File: src/rtl/bss_pkg.sv
// Purpose: shared constants and types for the buck soft-start sequencer
// Assumes: 200 MHz system clock, switching clock seen as a synchronous level
// Notes:   cycle counts are derived from the printed figures
package bss_pkg;

  // system clock
  localparam int CLK_HZ        = 200_000_000;

  // start-up sequence lengths, in switching-clock cycles
  localparam int SS_CYCLES     = 512;
  localparam int SS_QUARTER    = SS_CYCLES / 4;
  localparam int PRE_CYCLES    = 64;
  localparam int RETRY_CYCLES  = 512;

  // pre-charge pulse train, 50% duty
  localparam int PRE_HZ        = 1_500_000;
  localparam int PRE_HALF_CYC  = CLK_HZ / (2 * PRE_HZ);

  // switching-frequency window
  localparam int FSW_MIN_HZ    = 100_000;
  localparam int FSYNC_MIN_HZ  = 350_000;
  localparam int FSW_MAX_HZ    = 700_000;
  localparam int PER_MIN_CYC   = (CLK_HZ + FSW_MAX_HZ - 1) / FSW_MAX_HZ;
  localparam int PER_MAX_RES   = CLK_HZ / FSW_MIN_HZ;
  localparam int PER_MAX_SYNC  = CLK_HZ / FSYNC_MIN_HZ;

  // gate non-overlap interval
  localparam int DEAD_NS       = 20;
  localparam int DEAD_CYC      = (DEAD_NS * (CLK_HZ / 1_000_000) + 999) / 1000;

  // typed forms of the counts
  localparam logic [9:0]  SS_LAST      = 10'(SS_CYCLES - 1);
  localparam logic [9:0]  SS_QTR       = 10'(SS_QUARTER);
  localparam logic [9:0]  PRE_LAST     = 10'(PRE_CYCLES - 1);
  localparam logic [9:0]  RETRY_LAST   = 10'(RETRY_CYCLES - 1);
  localparam logic [9:0]  TARGET_FULL  = 10'(SS_CYCLES);
  localparam logic [6:0]  PRE_DIV_LAST = 7'(PRE_HALF_CYC - 1);
  localparam logic [11:0] PER_MIN      = 12'(PER_MIN_CYC);
  localparam logic [11:0] PER_MAX_R    = 12'(PER_MAX_RES);
  localparam logic [11:0] PER_MAX_S    = 12'(PER_MAX_SYNC);
  localparam logic [11:0] PER_SAT      = 12'hFFF;

  // sequencer states, one-hot
  typedef enum logic [5:0] {
    ST_OFF   = 6'h01,
    ST_PRE   = 6'h02,
    ST_SS    = 6'h04,
    ST_RUN   = 6'h08,
    ST_RETRY = 6'h10,
    ST_SPARE = 6'h20
  } bss_state_type;

endpackage

File: src/rtl/bss_gate_if.sv
// Purpose: gate request bundle from sequencer to gate driver
// Assumes: requests are never both high
// Notes:   none
`timescale 1ns/10ps
interface bss_gate_if;
  logic want_hs;
  logic want_ls;
  modport src (output want_hs, output want_ls);
  modport drv (input  want_hs, input  want_ls);
endinterface

File: src/rtl/bss_gate_drv.sv
// Purpose: gate driver with non-overlap insertion
// Assumes: one clock, synchronous reset
// Notes:   a released gate holds both low for DEAD + 1 cycles
`timescale 1ns/10ps
module bss_gate_drv
  import bss_pkg::*;
#(
  parameter int DEAD = DEAD_CYC
) (
  // clock and reset
  input  wire logic i_clk,
  input  wire logic i_srst,
  // requests
  bss_gate_if.drv   g,
  // gate pins
  output logic      o_top,
  output logic      o_bottom
);

  logic       hs_r;
  logic       hs_nxt;
  logic       ls_r;
  logic       ls_nxt;
  logic [3:0] dead_r;
  logic [3:0] dead_nxt;

  always_comb begin
    hs_nxt   = hs_r;
    ls_nxt   = ls_r;
    dead_nxt = dead_r;
    if ((hs_r && !g.want_hs) || (ls_r && !g.want_ls)) begin
      hs_nxt   = hs_r && g.want_hs;
      ls_nxt   = ls_r && g.want_ls;
      dead_nxt = 4'(DEAD);
    end else if (dead_r != 4'h0) begin
      dead_nxt = dead_r - 4'h1;
    end else if (!hs_r && !ls_r) begin
      hs_nxt = g.want_hs && !g.want_ls;
      ls_nxt = g.want_ls && !g.want_hs;
    end
  end

  always_ff @(posedge i_clk) begin
    if (i_srst) begin
      hs_r   <= 1'b0;
      ls_r   <= 1'b0;
      dead_r <= 4'h0;
    end else begin
      hs_r   <= hs_nxt;
      ls_r   <= ls_nxt;
      dead_r <= dead_nxt;
    end
  end

  assign o_top    = hs_r;
  assign o_bottom = ls_r;
endmodule

File: src/rtl/bss_buck_softstart_sequencer.sv
// Purpose: start-up and protection sequencer of a synchronous buck controller
// Assumes: all inputs synchronous to i_clk, switching clock as a level on i_rate_clk
// Notes:   gate pins are driven through a non-overlap stage
`timescale 1ns/10ps
module bss_buck_softstart_sequencer
  import bss_pkg::*;
(
  // clock and reset
  input  wire logic       i_clk,
  input  wire logic       i_srst,
  // control and analog indications
  input  wire logic       i_enable,
  input  wire logic       i_rate_clk,
  input  wire logic       i_resistor_set_rate_mode,
  input  wire logic       i_supply_low_fault,
  input  wire logic       i_output_overvoltage,
  input  wire logic       i_output_precharged,
  input  wire logic       i_pwm_demand,
  // gate pins
  output logic            o_top_gate_drive,
  output logic            o_bottom_gate_drive,
  // status
  output logic [9:0]      o_ramp_target,
  output logic            o_ramp_quarter_done,
  output logic            o_soft_start_busy,
  output logic            o_retry_wait,
  output logic            o_running,
  output logic            o_rate_out_of_range
);

  bss_gate_if gate ();

  bss_state_type st_r;
  bss_state_type st_nxt;
  logic [9:0]    cnt_r;
  logic [9:0]    cnt_nxt;
  logic [9:0]    tgt_r;
  logic [9:0]    tgt_nxt;
  logic [6:0]    pdiv_r;
  logic [6:0]    pdiv_nxt;
  logic          pph_r;
  logic          pph_nxt;
  logic          qtr_r;
  logic          qtr_nxt;
  logic          en_prev_r;
  logic          rclk_prev_r;
  logic [11:0]   per_r;
  logic [11:0]   per_nxt;
  logic          rbad_r;
  logic          rbad_nxt;
  logic          tick;
  logic          uv_seen;
  logic [11:0]   per_max;

  // rising edge of the switching clock is the sequencer's time base
  assign tick    = i_rate_clk && !rclk_prev_r;
  assign uv_seen = i_supply_low_fault && (cnt_r >= SS_QTR);

  always_comb begin
    st_nxt   = st_r;
    cnt_nxt  = cnt_r;
    tgt_nxt  = tgt_r;
    pdiv_nxt = pdiv_r;
    pph_nxt  = pph_r;
    qtr_nxt  = 1'b0;
    case (st_r)
      ST_OFF: begin
        tgt_nxt = 10'h000;
        if (i_enable && !en_prev_r) begin
          st_nxt   = ST_PRE;
          cnt_nxt  = 10'h000;
          pdiv_nxt = 7'h00;
          pph_nxt  = 1'b1;
        end
      end
      ST_PRE: begin
        if (pdiv_r == PRE_DIV_LAST) begin
          pdiv_nxt = 7'h00;
          pph_nxt  = !pph_r;
        end else begin
          pdiv_nxt = pdiv_r + 7'h01;
        end
        if (tick) begin
          cnt_nxt = cnt_r + 10'h001;
          if (cnt_r == PRE_LAST) begin
            st_nxt  = ST_SS;
            cnt_nxt = 10'h000;
          end
        end
      end
      ST_SS: begin
        if (uv_seen) begin
          st_nxt  = ST_RETRY;
          cnt_nxt = 10'h000;
          tgt_nxt = 10'h000;
        end else if (tick) begin
          cnt_nxt = cnt_r + 10'h001;
          tgt_nxt = cnt_r + 10'h001;
          qtr_nxt = (cnt_r == SS_QTR - 10'h001);
          if (cnt_r == SS_LAST) begin
            st_nxt  = ST_RUN;
            cnt_nxt = 10'h000;
          end
        end
      end
      ST_RUN: begin
        tgt_nxt = TARGET_FULL;
        if (i_supply_low_fault) begin
          st_nxt  = ST_RETRY;
          cnt_nxt = 10'h000;
          tgt_nxt = 10'h000;
        end
      end
      ST_RETRY: begin
        if (tick) begin
          cnt_nxt = cnt_r + 10'h001;
          if (cnt_r == RETRY_LAST) begin
            st_nxt  = ST_SS;
            cnt_nxt = 10'h000;
          end
        end
      end
      default: begin
        st_nxt  = ST_OFF;
        cnt_nxt = 10'h000;
      end
    endcase
    if (!i_enable) begin
      st_nxt  = ST_OFF;
      cnt_nxt = 10'h000;
      tgt_nxt = 10'h000;
      qtr_nxt = 1'b0;
    end
  end

  // gate requests
  always_comb begin
    gate.want_hs = 1'b0;
    gate.want_ls = 1'b0;
    if ((st_r == ST_SS) || (st_r == ST_RUN)) begin
      if (i_output_overvoltage) begin
        gate.want_ls = 1'b1;
      end else if (!(i_output_precharged && (st_r == ST_SS))) begin
        gate.want_hs = i_pwm_demand;
        gate.want_ls = !i_pwm_demand;
      end
    end else if ((st_r == ST_PRE) && !i_output_precharged) begin
      gate.want_ls = pph_r;
    end
  end

  // switching-period check
  always_comb begin
    per_max  = i_resistor_set_rate_mode ? PER_MAX_R : PER_MAX_S;
    per_nxt  = (per_r == PER_SAT) ? per_r : per_r + 12'h001;
    rbad_nxt = rbad_r;
    if (tick) begin
      per_nxt  = 12'h001;
      rbad_nxt = (per_r < PER_MIN) || (per_r > per_max);
    end else if (per_r > per_max) begin
      rbad_nxt = 1'b1;
    end
  end

  always_ff @(posedge i_clk) begin
    if (i_srst) begin
      st_r        <= ST_OFF;
      cnt_r       <= 10'h000;
      tgt_r       <= 10'h000;
      pdiv_r      <= 7'h00;
      pph_r       <= 1'b0;
      qtr_r       <= 1'b0;
      en_prev_r   <= 1'b1;
      rclk_prev_r <= 1'b1;  // no false tick if the rate pin is high at release
      per_r       <= 12'h000;
      rbad_r      <= 1'b0;
    end else begin
      st_r        <= st_nxt;
      cnt_r       <= cnt_nxt;
      tgt_r       <= tgt_nxt;
      pdiv_r      <= pdiv_nxt;
      pph_r       <= pph_nxt;
      qtr_r       <= qtr_nxt;
      en_prev_r   <= i_enable;
      rclk_prev_r <= i_rate_clk;
      per_r       <= per_nxt;
      rbad_r      <= rbad_nxt;
    end
  end

  bss_gate_drv #(
    .DEAD (DEAD_CYC)
  ) u_drv (
    .i_clk    (i_clk),
    .i_srst   (i_srst),
    .g        (gate.drv),
    .o_top    (o_top_gate_drive),
    .o_bottom (o_bottom_gate_drive)
  );

  assign o_ramp_target       = tgt_r;
  assign o_ramp_quarter_done = qtr_r;
  assign o_soft_start_busy   = (st_r == ST_SS);
  assign o_retry_wait        = (st_r == ST_RETRY);
  assign o_running           = (st_r == ST_RUN);
  assign o_rate_out_of_range = rbad_r;
endmodule

File: config.mk
export PLATFORM = sky130hd
export DESIGN_NAME = bss_buck_softstart_sequencer
export DESIGN_NICKNAME = d
export VERILOG_FILES = /design/src/rtl/bss_pkg.sv /design/src/rtl/bss_gate_if.sv /design/src/rtl/bss_gate_drv.sv /design/src/rtl/bss_buck_softstart_sequencer.sv
export SDC_FILE = /design/constraint.sdc
export NUM_CORES = 1
export LEC_CHECK = 0
export ABC_AREA = 1
export BUFFER_PORTS_ARGS = -buffer_cell sky130_fd_sc_hd__buf_2
export CAP_MARGIN = 20
export CORE_ASPECT_RATIO = 1.4
export CORE_MARGIN = 4
export CORE_UTILIZATION = 40
export DETAILED_ROUTE_END_ITERATION = 16
export GPL_ROUTABILITY_DRIVEN = 1
export SLEW_MARGIN = 20
export SYNTH_ARGS = -nofsm -noshare
export SYNTH_HDL_FRONTEND = slang
export SYNTH_HIERARCHICAL = 1
export SYNTH_SLANG_ARGS = --single-unit
File: constraint.sdc
create_clock -name i_clk -period 3.5 [get_ports i_clk]
set_clock_uncertainty 0.05 [all_clocks]
set_input_delay 0.35 -clock i_clk [delete_from_list [all_inputs] [get_ports i_clk]]
set_output_delay 0.35 -clock i_clk [all_outputs]
set_load 0.01 [all_outputs]
==> run metrics, run 1 <==
antenna violations before repair 0; ys async rst share 0%; CTS Buf Count 5; Final Hold Viols 0; total clock sinks 55; post-route setup TNS 0 ns; post-route ant nets 0; Crit. End Element flip-flop; Setup crit start kind flip-flop; number of global-route vias before repair 2815; syn_nets 517; clk slew on worst S/H paths 0.07 ns; Die Footprint 0.009936 mm²; f_max 461.7 MHz; Core ar. 0.008149 mm²; arrival time worst endpoint 2.31 ns; post-synthesis sequential area ratio 32.82%; status finished, final reports clean; CTS tree built; number of port buffers 25; Post-synth EDFFs 0; register area 0.001101 mm²; Post-CTS Resized 0; Sw Ratio 42.84%; grt ovf 0; Max Cap Viol 0; initial DRC count 203; most frequent cells in the layout 118 x nand2_1, 62 x inv_1, 55 x dfxtp_1; syn_area_per_cell 6.790 µm²; Pwr Density 648.4 mW/mm²; synth warn 6; Worst slew margin 56.40%; Tot Pwr 2432 µW; Cells after Synth 494; worst min path class in -> reg; kind of critical path reg -> reg; Core Util, Final 46.02%; min Tclk post-route 2.166 ns; half-perimeter wire length after placement 5651 µm; area grow syn2layout 11.79%; largest net degree at the start of global routing 19; global-route wire length before repair 12680 µm; Seq pwr share 32.3%; # nets final 544; Slew @ Worst Pin 0.6533 ns; Std-Cell Rows 39; initial core utilization 41.16%; Yosys reg bits 55; Tcrit/Tclk final 61.89%; most used cell, CP nand2_2; H-tree Lvls 2; Residual DRC 0; Hold Buf Count CTS 0; post-synth cell types 44; Inst Count DP 616; gr usage total 15.42%; Yosys top cell by area dfxtp_1; share of cells above drive strength 1 15.52%; Clock power frac 24.0%; DR vias 3178; Main synth FF type dfxtp_1; CTS max path bufs 2; critical path cell sequence nor2_2 > nand2_2 > nor3_4 > nor2_2 > a2111oi_0 > inv_1 > nand2_2 > nand2_2 > inv_2 > nand2_2 > a21oi_1 > nor2_1; worst hold margin 0.2228 ns; Critical Path RT 3.64 ns; Sw Pwr 1042 µW; CP peak stage delay 0.47 ns; Mapped Area 0.003354 mm²; final wirelength 7521 µm; die width 85.40 µm; Vias/cell 5.093; io pins 26; CP max FO 4; DRT Pass-1 Iters 5; fin cells 624; Filler Cells Inserted 851; Leak 0.001596 µW; share of the synthesized area in the top cell type 32.82%; final RePlAce weighted congestion 0.8719; chip height 116.4 µm; wire length per cell 12.05 µm; antenna diode count 0; Synth area leaders dfxtp_1 33%, nand2_1 13%, inv_1 6.9%, a21oi_1 6.4%, ha_1 5.2%; maximum vdd drop 468.3 µV; internal power 1390 µW; fin. max-slew vios 0; multi-input logic area 0.001949 mm²; Root Driver clkbuf_16; RSZ-0062 raised after global routing no; slowest CP cell a2111oi_0; Comb power frac 43.7%; post-CTS setup buffer count 0; final setup violation count 0; most common library cell in the layout ignoring fill and taps nand2_1; Worst-Skew Late Latency 0.29 ns
worst max-delay path, delay by kind of cell (launching register included):
| kind | cells | cell delay [ns] |
|---|---|---|
| buf+inv | 2 | 0.21 |
| compound gates | 2 | 0.63 |
| simple gates | 8 | 0.81 |
| flops | 1 | 0.37 |
synth_stat cells (3+ instances only):
cell and n:
nand2_2 13, o22ai_1 3, clkbuf_1 3, nand2_4 4, or2_2 3, nand3_1 35, xor2_1 5, dfxtp_1 55
nand4_1 6, a21oi_1 43, nor2_1 45, inv_1 62, o21ai_0 24, o21ai_1 7, nand2_1 118, nor2_2 9
inv_2 4, nor4_1 3, ha_1 14, nor3_1 6
routing by layer:
| metal | track usage (%) | vias to the layer above | wire length (µm) |
|---|---|---|---|
| li1 | - | 1655 | - |
| met1 | 18.21 | 1452 | 3445 |
| met2 | 27.70 | 54 | 3667 |
| met3 | 2.823 | 17 | 240 |
| met4 | 5.702 | 0 | 168 |
| met5 | 0 | - | 0 |
registers in the layout, summed over array words and instances (netlist names):
signal,flops
u_drv/dead_r,4
per_r,12
o_ramp_target,10
u_drv/o_bottom,1
rclk_prev_r,1
pdiv_r,7
o_rate_out_of_range,1
st_r,5
cnt_r,10
o_ramp_quarter_done,1
en_prev_r,1
pph_r,1
u_drv/o_top,1
power groups by stage:
stage               clock (µW)  sequential [µW]  combinational, µW
detailed placement           0              801               1060
CTS                        600              786               1060
global placement             0              798               1050
global route               624              796               1190
finish                     583              786               1060
floorplan                    0              804                863
through the flow:
stage	setup slack, ns	cell area [µm²]
after floorplan	1.575	3354
after global placement	1.440	3576
after detailed placement	1.344	3576
after CTS	1.332	3750
after global routing	1.151	3750
final	1.334	3750
final timing paths:
path              slack [ns]  cells after the start           to       start
setup / recovery        1.33                     12  u_drv/o_top     st_r[1]
hold / removal          0.22                      3  rclk_prev_r  i_rate_clk
setup reg to reg        1.33                     12  u_drv/o_top     st_r[1]
hold reg to reg         0.40                      2        pph_r       pph_r
logic make-up (layout without fill, tap and decap cells):
| logic type | after synthesis | count (layout) | share of synthesized area (%) |
|---|---|---|---|
| flops | 55 | 55 | 32.82 |
| buf+inv | 75 | 103 | 9.063 |
| xor+xnor | 7 | 7 | 1.828 |
| compound gates | 87 | 87 | 14.10 |
| fa+ha+maj | 14 | 14 | 5.222 |
| simple gates | 256 | 256 | 36.96 |
cell type report:
cell class / instances / share of cell area [%]
multi-input cells: 364 / 51.99
flip-flops and latches: 55 / 29.36
inverters: 70 / 7.274
clock buffers: 6 / 3.704
well taps: 102 / 3.403
repair buffers: 25 / 3.337
clock inverters: 2 / 0.9343
No activity file was read; power rests on OpenSTA's default activity.
==> inputs of run 2 (changes only) <==
==> constraint.sdc (replaced) <==
create_clock -name i_clk -period 2 [get_ports i_clk]
set_clock_uncertainty 0.05 [all_clocks]
set_input_delay 0.2 -clock i_clk [delete_from_list [all_inputs] [get_ports i_clk]]
set_output_delay 0.2 -clock i_clk [all_outputs]
set_load 0.01 [all_outputs]
==> run 2 against run 1 <==
Compared with the run above:
- non-clock buffer count up 13
- total power up 68%
- worst hold slack worse by 0.14 ns
- critical path type unchanged
- cell area up 1.6%
- register-to-register slack worse by 1.2 ns
- final cell count up 1.8%
- die area unchanged
==> run metrics, run 2 (synthesis results as in run 1) <==
status finished, final reports clean; Tcrit/Tclk final 90.93% (+29 points); hold path endpoint rclk_prev_r; Worst-Skew Late Latency 0.29 ns (about the same); fin. max-slew vios 0 (unchanged); antenna diode count 0 (unchanged); Inst Count DP 627 (+1.8%); Tot Pwr 4076 µW (+68%); Worst R2R Path Depth 12 (unchanged); Crit. End Element flip-flop; total clock sinks 55 (unchanged); f_max 549.9 MHz (+19%); RSZ-0062 raised after global routing no; largest register by flop count per_r; Critical Path RT 2.13 ns (-1.51 ns); clk slew on worst S/H paths 0.06 ns (about the same); GRT busiest layer met2; GR Layer Usage met1 18.14% (-0.063 points); GR Util met3 2.541% (-0.28 points); post-route setup TNS 0 ns (unchanged); DR vias 3155 (-0.72%); initial DRC count 200 (-1.5%); initial core utilization 41.16% (unchanged); global-route wire length before repair 12830 µm (+1.3%); met2 Usage GRT 29.36% (+1.7 points); gr usage total 15.79% (+0.37 points); grt ovf 0 (unchanged); R2R Path End u_drv/o_top; Setup crit start kind flip-flop; most used cell, CP nand2_2; number of global-route vias before repair 2972 (+5.6%); worst hold margin 0.08144 ns (-0.1413 ns); most common library cell in the layout ignoring fill and taps nand2_1; multi-input logic area 0.001958 mm² (+0.45%); number of flip-flops under the largest register name 12 (unchanged); Core ar. 0.008149 mm² (unchanged); # nets final 557 (+2.4%); worst min path class in -> reg; register area 0.001101 mm² (unchanged); family with the most delay on the worst path simple AND/OR/NAND/NOR gates; final RePlAce weighted congestion 0.8210 (-5.8%); area grow syn2layout 13.61%; post-route ant nets 0 (unchanged); Pwr Density 1070 mW/mm² (+65%); CTS tree built; fin cells 635 (+1.8%); half-perimeter wire length after placement 5934 µm (+5.0%); Vias/cell 4.969 (-2.4%); Slew @ Worst Pin 0.4521 ns (-0.2012 ns); Die Footprint 0.009936 mm² (unchanged); Residual DRC 0 (unchanged); CP max FO 4 (unchanged); Hold Buf Count CTS 0 (unchanged); antenna violations before repair 0 (unchanged); CTS max path bufs 2 (unchanged); worst path bufs/invs 3 (+1); wire length per cell 12.03 µm (-0.19%); Std-Cell Rows 39 (unchanged); reg-to-reg slack, setup 0.18 ns (-1.15 ns); chip height 116.4 µm (unchanged); io pins 26 (unchanged); largest net degree at the start of global routing 15 (-4); Filler Cells Inserted 826 (-2.9%); Setup WS pre-CTS -0.01846 ns (-1.363 ns); Final Hold Viols 0 (unchanged); setup ws final 0.1814 ns (-1.153 ns); most frequent cells in the layout 118 x nand2_1, 62 x inv_1, 55 x dfxtp_1; arrival time worst endpoint 1.95 ns (-0.36 ns); min Tclk post-route 1.819 ns (-0.3474 ns); final wirelength 7639 µm (+1.6%); die width 85.40 µm (unchanged); H-tree Lvls 2 (unchanged); Worst slew margin 69.83% (+13 points); number of port buffers 25 (unchanged); kind of critical path reg -> reg; Leak 0.001637 µW (+2.6%); final setup violation count 0 (unchanged); critical path cell sequence nor2_2 > nand4_4 > inv_1 > nand2_1 > o22ai_1 > inv_1 > nand2_2 > nand2_2 > inv_2 > nand2_2 > a21oi_1 > nor2_1; maximum vdd drop 636.4 µV (+36%); CP peak stage delay 0.36 ns (-0.11 ns); Max Cap Viol 0 (unchanged); CTS Buf Count 5 (unchanged); Root Driver clkbuf_16; DRT Pass-1 Iters 4 (-1); Reg-to-Reg Start st_r[2]; share of cells above drive strength 1 17.45% (+1.9 points); slowest CP cell dfxtp_1; HP Start i_rate_clk; hold path depth 3 (unchanged)
## run 2: timing repair
| item | CTS | global route |
|---|---|---|
| resized for setup | 1 | 2 |
| pin swaps | 0 | 1 |
| endpoints found under the setup margin | 2 | 6 |
| setup buffers | 0 | 2 |
## run 2: worst max-delay path by stage
stage                     startpoint        endpoint  depth (start not counted)
after detailed placement     st_r[0]     u_drv/o_top                         12
after global routing         st_r[2]  u_drv/o_bottom                         12
after floorplan              st_r[1]  u_drv/o_bottom                         12
final                        st_r[2]     u_drv/o_top                         12
after CTS                    st_r[0]     u_drv/o_top                         12
after global placement       st_r[0]  u_drv/o_bottom                         12
## run 2: tightest hold or removal path, delay by kind of cell
kind,cells,cell delay (ns)
and+or+nand+nor,1,0.06
buffers and inverters,2,0.13
## run 2: where the power goes
| part | switching, µW | internal (µW) |
|---|---|---|
| Sequential | 115 | 1250 |
| Clock | 358 | 451 |
| Combinational | 1310 | 597 |
## run 2: cell type report
| class | count | area share [%] |
|---|---|---|
| repair buffers | 38 | 5.844 |
| flip-flops and latches | 55 | 28.89 |
| clock buffers | 6 | 3.381 |
| well taps | 102 | 3.349 |
| multi-input cells | 364 | 51.38 |
| inverters | 70 | 7.157 |
## run 2: per-layer routing
metal | vias to the layer above | part of all wire, %
met3 | 6 | 2.5
met5 | - | 0
met1 | 1424 | 46
li1 | 1679 | -
met2 | 46 | 51
met4 | 0 | 1.0
## run 2: per-stage QoR
| stage | util (%) | cell area (µm²) |
|---|---|---|
| final | 46.77 | 3811 |
| after global routing | 46.77 | 3811 |
| after CTS | 46.49 | 3789 |
| after detailed placement | 44.89 | 3659 |
| after global placement | 44.89 | 3659 |
| after floorplan | - | 3354 |
==> inputs of run 3 (changes only) <==
--- a/config.mk
+++ b/config.mk
@@ -5,7 +5,6 @@
 export SDC_FILE = /design/constraint.sdc
 export NUM_CORES = 1
 export LEC_CHECK = 0
-export ABC_AREA = 1
 export BUFFER_PORTS_ARGS = -buffer_cell sky130_fd_sc_hd__buf_2
 export CAP_MARGIN = 20
 export CORE_ASPECT_RATIO = 1.4
==> run 3 against run 2 <==
Compared with the run above:
- synthesized area decreased by 5.0%
- via count is 1.9% higher
- register-to-register slack got worse by 0.14 ns
- count of clock-buffer cells in the layout is the same
- worst hold slack lost 0.053 ns
==> run metrics, run 3 <==
GRT busiest layer met2; area post-placement 0.003694 mm² (+0.96%); Main synth FF type dfxtp_1; status finished, final reports clean; number of flip-flops under the largest register name 12 (unchanged); share of the synthesized area in the top cell type 34.54% (+1.7 points); reg-to-reg slack, setup 0.04 ns (-0.14 ns); Root Driver clkbuf_8; setup ws final 0.03952 ns (-0.1419 ns); kind of critical path reg -> reg; RSZ-0062 raised after global routing yes; clk slew on worst S/H paths 0.11 ns (+0.05 ns); Yosys reg bits 55 (unchanged); maximum vdd drop 302.5 µV (-52%); area grow syn2layout 28.41%; CP max FO 7 (+3); global-route wire length before repair 14530 µm (+13%); final RePlAce weighted congestion 0.9644 (+17%); number of port buffers 25 (unchanged); Residual DRC 0 (unchanged); syn_area_per_cell 8.259 µm² (+22%); synth warn 6 (unchanged); Setup crit start kind flip-flop; most frequent cells in the layout 49 x dfxtp_1, 49 x buf_4, 39 x nor2_1; Worst-Skew Late Latency 0.32 ns (+0.03 ns); chip height 113.6 µm (-2.3%); Pwr Density 678.8 mW/mm² (-37%); hold path endpoint st_r[3]; antenna violations before repair 0 (unchanged); number of global-route vias before repair 3089 (+3.9%); initial DRC count 207 (+3.5%); GR Util met3 2.673% (+0.13 points); hold path depth 2 (-1); met2 Usage GRT 36.51% (+7.2 points); gr usage total 18.78% (+3.0 points); Core ar. 0.007750 mm² (-4.9%); CTS max path bufs 2 (unchanged); share of cells above drive strength 1 30.84% (+13 points); Max Cap Viol 0 (unchanged); syn_nets 409 (-21%); arrival time worst endpoint 2.10 ns (+0.15 ns); most frequent cell after synthesis dfxtp_1; Reg-to-Reg Start st_r[1]; Leak 0.001578 µW (-3.5%); fin. max-slew vios 0 (unchanged); Setup WS pre-CTS -0.05608 ns (-0.03762 ns); HP Start i_supply_low_fault; io pins 26 (unchanged); wire length per cell 16.34 µm (+36%); post-synth cell types 63 (+43%); Yosys top cell by area dfxtp_1; largest net degree at the start of global routing 20 (+5); die width 83.45 µm (-2.3%); post-synthesis sequential area ratio 34.54% (+1.7 points); Tcrit/Tclk final 98.02% (+7.1 points); Post-synth top cells 55 x dfxtp_1, 41 x nor2_1, 29 x a21oi_1, 26 x nand3_1, 21 x inv_1; worst min path class in -> reg; min Tclk post-route 1.960 ns (+0.1419 ns); final wirelength 9054 µm (+19%); Worst slew margin 61.92% (-7.9 points); H-tree Lvls 2 (unchanged); register area 0.001109 mm² (+0.68%); Hold Buf Count CTS 0 (unchanged); fin area 0.004094 mm² (+7.4%); R2R Path End cnt_r[3]; Critical Path RT 2.14 ns (about the same); Slew @ Worst Pin 0.5700 ns (+0.1179 ns); grt ovf 0 (unchanged); Mapped Area 0.003188 mm² (-5.0%); Synth area leaders dfxtp_1 35%, ha_1 5.5%, nor2_1 4.8%, a21oi_1 4.6%, nand3_1 4.1%; f_max 510.1 MHz (-7.2%); multi-input logic area 0.002136 mm² (+9.1%); post-route ant nets 0 (unchanged); Die Footprint 0.009482 mm² (-4.6%); CTS Buf Count 5 (unchanged); # nets final 476 (-15%); Post-synth EDFFs 0 (unchanged); Final Hold Viols 0 (unchanged); half-perimeter wire length after placement 6866 µm (+16%); Vias/cell 5.805 (+17%); Filler Cells Inserted 703 (-15%); largest register by flop count per_r; antenna diode count 0 (unchanged); Std-Cell Rows 38 (-2.6%); DRT Pass-1 Iters 4 (unchanged); ys async rst share 0% (unchanged); CTS tree built; GR Layer Usage met1 19.05% (+0.91 points); DR vias 3216 (+1.9%); Crit. End Element flip-flop; final setup violation count 0 (unchanged); initial core utilization 41.14% (about the same); total clock sinks 55 (unchanged); Tot Pwr 2779 µW (-32%); Cells after Synth 386 (-22%); Worst R2R Path Depth 6 (-6)
-- run 3: changes by cell type in the layout (fill, tap and decap cells not counted), sizes merged, moves of 9 or more --
| cell | previous run | this run |
|---|---|---|
| nand2 | 135 | 18 |
| inv | 68 | 22 |
| buf | 38 | 76 |
| o21ai | 31 | 14 |
| a21oi | 45 | 29 |
| nor2 | 56 | 42 |
| nand3 | 36 | 26 |
| a22oi | 1 | 10 |
-- run 3: metal layers --
metal	wire length [µm]	vias to the layer above
met1	3394	1537
met2	4991	86
met5	0	-
met4	376	0
met3	292	25
li1	-	1568
-- run 3: timing repair --
item	in CTS	in global routing
setup endpoints to repair	20	24
buffers inserted	0	9
pin swaps	0	18
resized for setup	8	36
-- run 3: final cells by class --
| class | instances | share of cell area, % |
|---|---|---|
| multi-input cells | 293 | 52.17 |
| flip-flops and latches | 55 | 27.08 |
| repair buffers | 76 | 12.81 |
| well taps | 100 | 3.056 |
| clock buffers | 6 | 2.017 |
| inverters | 22 | 2.017 |
| clock inverters | 2 | 0.8557 |
-- run 3: kinds of logic after synthesis --
kind of cell | Yosys count | share of synthesized area (%)
and+or+nand+nor | 156 | 26.14
AOI/OAI and AO/OA | 102 | 22.72
DFF | 55 | 34.54
buffers and inverters | 38 | 5.181
xor gates and xnor gates | 18 | 4.945
adders and majority gates | 14 | 5.495
muxes | 3 | 0.9812
-- run 3: how the worst max path moves through the flow --
stage / start / end / cells past startpoint
after detailed placement: cnt_r[1] / cnt_r[3] / 6
after global placement: cnt_r[1] / cnt_r[0] / 6
after CTS: cnt_r[1] / cnt_r[3] / 6
final: st_r[1] / cnt_r[3] / 6
after global routing: st_r[1] / u_drv/dead_r[3] / 8
after floorplan: cnt_r[1] / st_r[4] / 7
-- run 3: worst max-delay path: stages, from the launching register on --
cell       delay (ns)
dfxtp_2          0.37
or4b_4           0.59
nor3b_4          0.31
a2111oi_4        0.10
buf_4            0.20
o211ai_4         0.10
o22ai_1          0.11
-- run 3: metrics by stage --
stage	TNS (ns)	instances	util, %	hold slack (ns)
final	0	554	52.83	0.02802
after global routing	-0.2646	554	52.83	0.02696
after CTS	0	546	49.77	0.01214
after detailed placement	-0.2048	538	47.66	0.3680
after global placement	0	538	47.66	0.3641
after floorplan	0	386	-	0.2191
-- run 3: report_power, final --
part           internal, µW  switching (µW)  total (µW)  leakage, µW
combinational           381             414         795      0.00107
clock                   406             382         788    0.0000612
sequential             1150            47.4        1200     0.000448
total                  1940             843        2780      0.00158
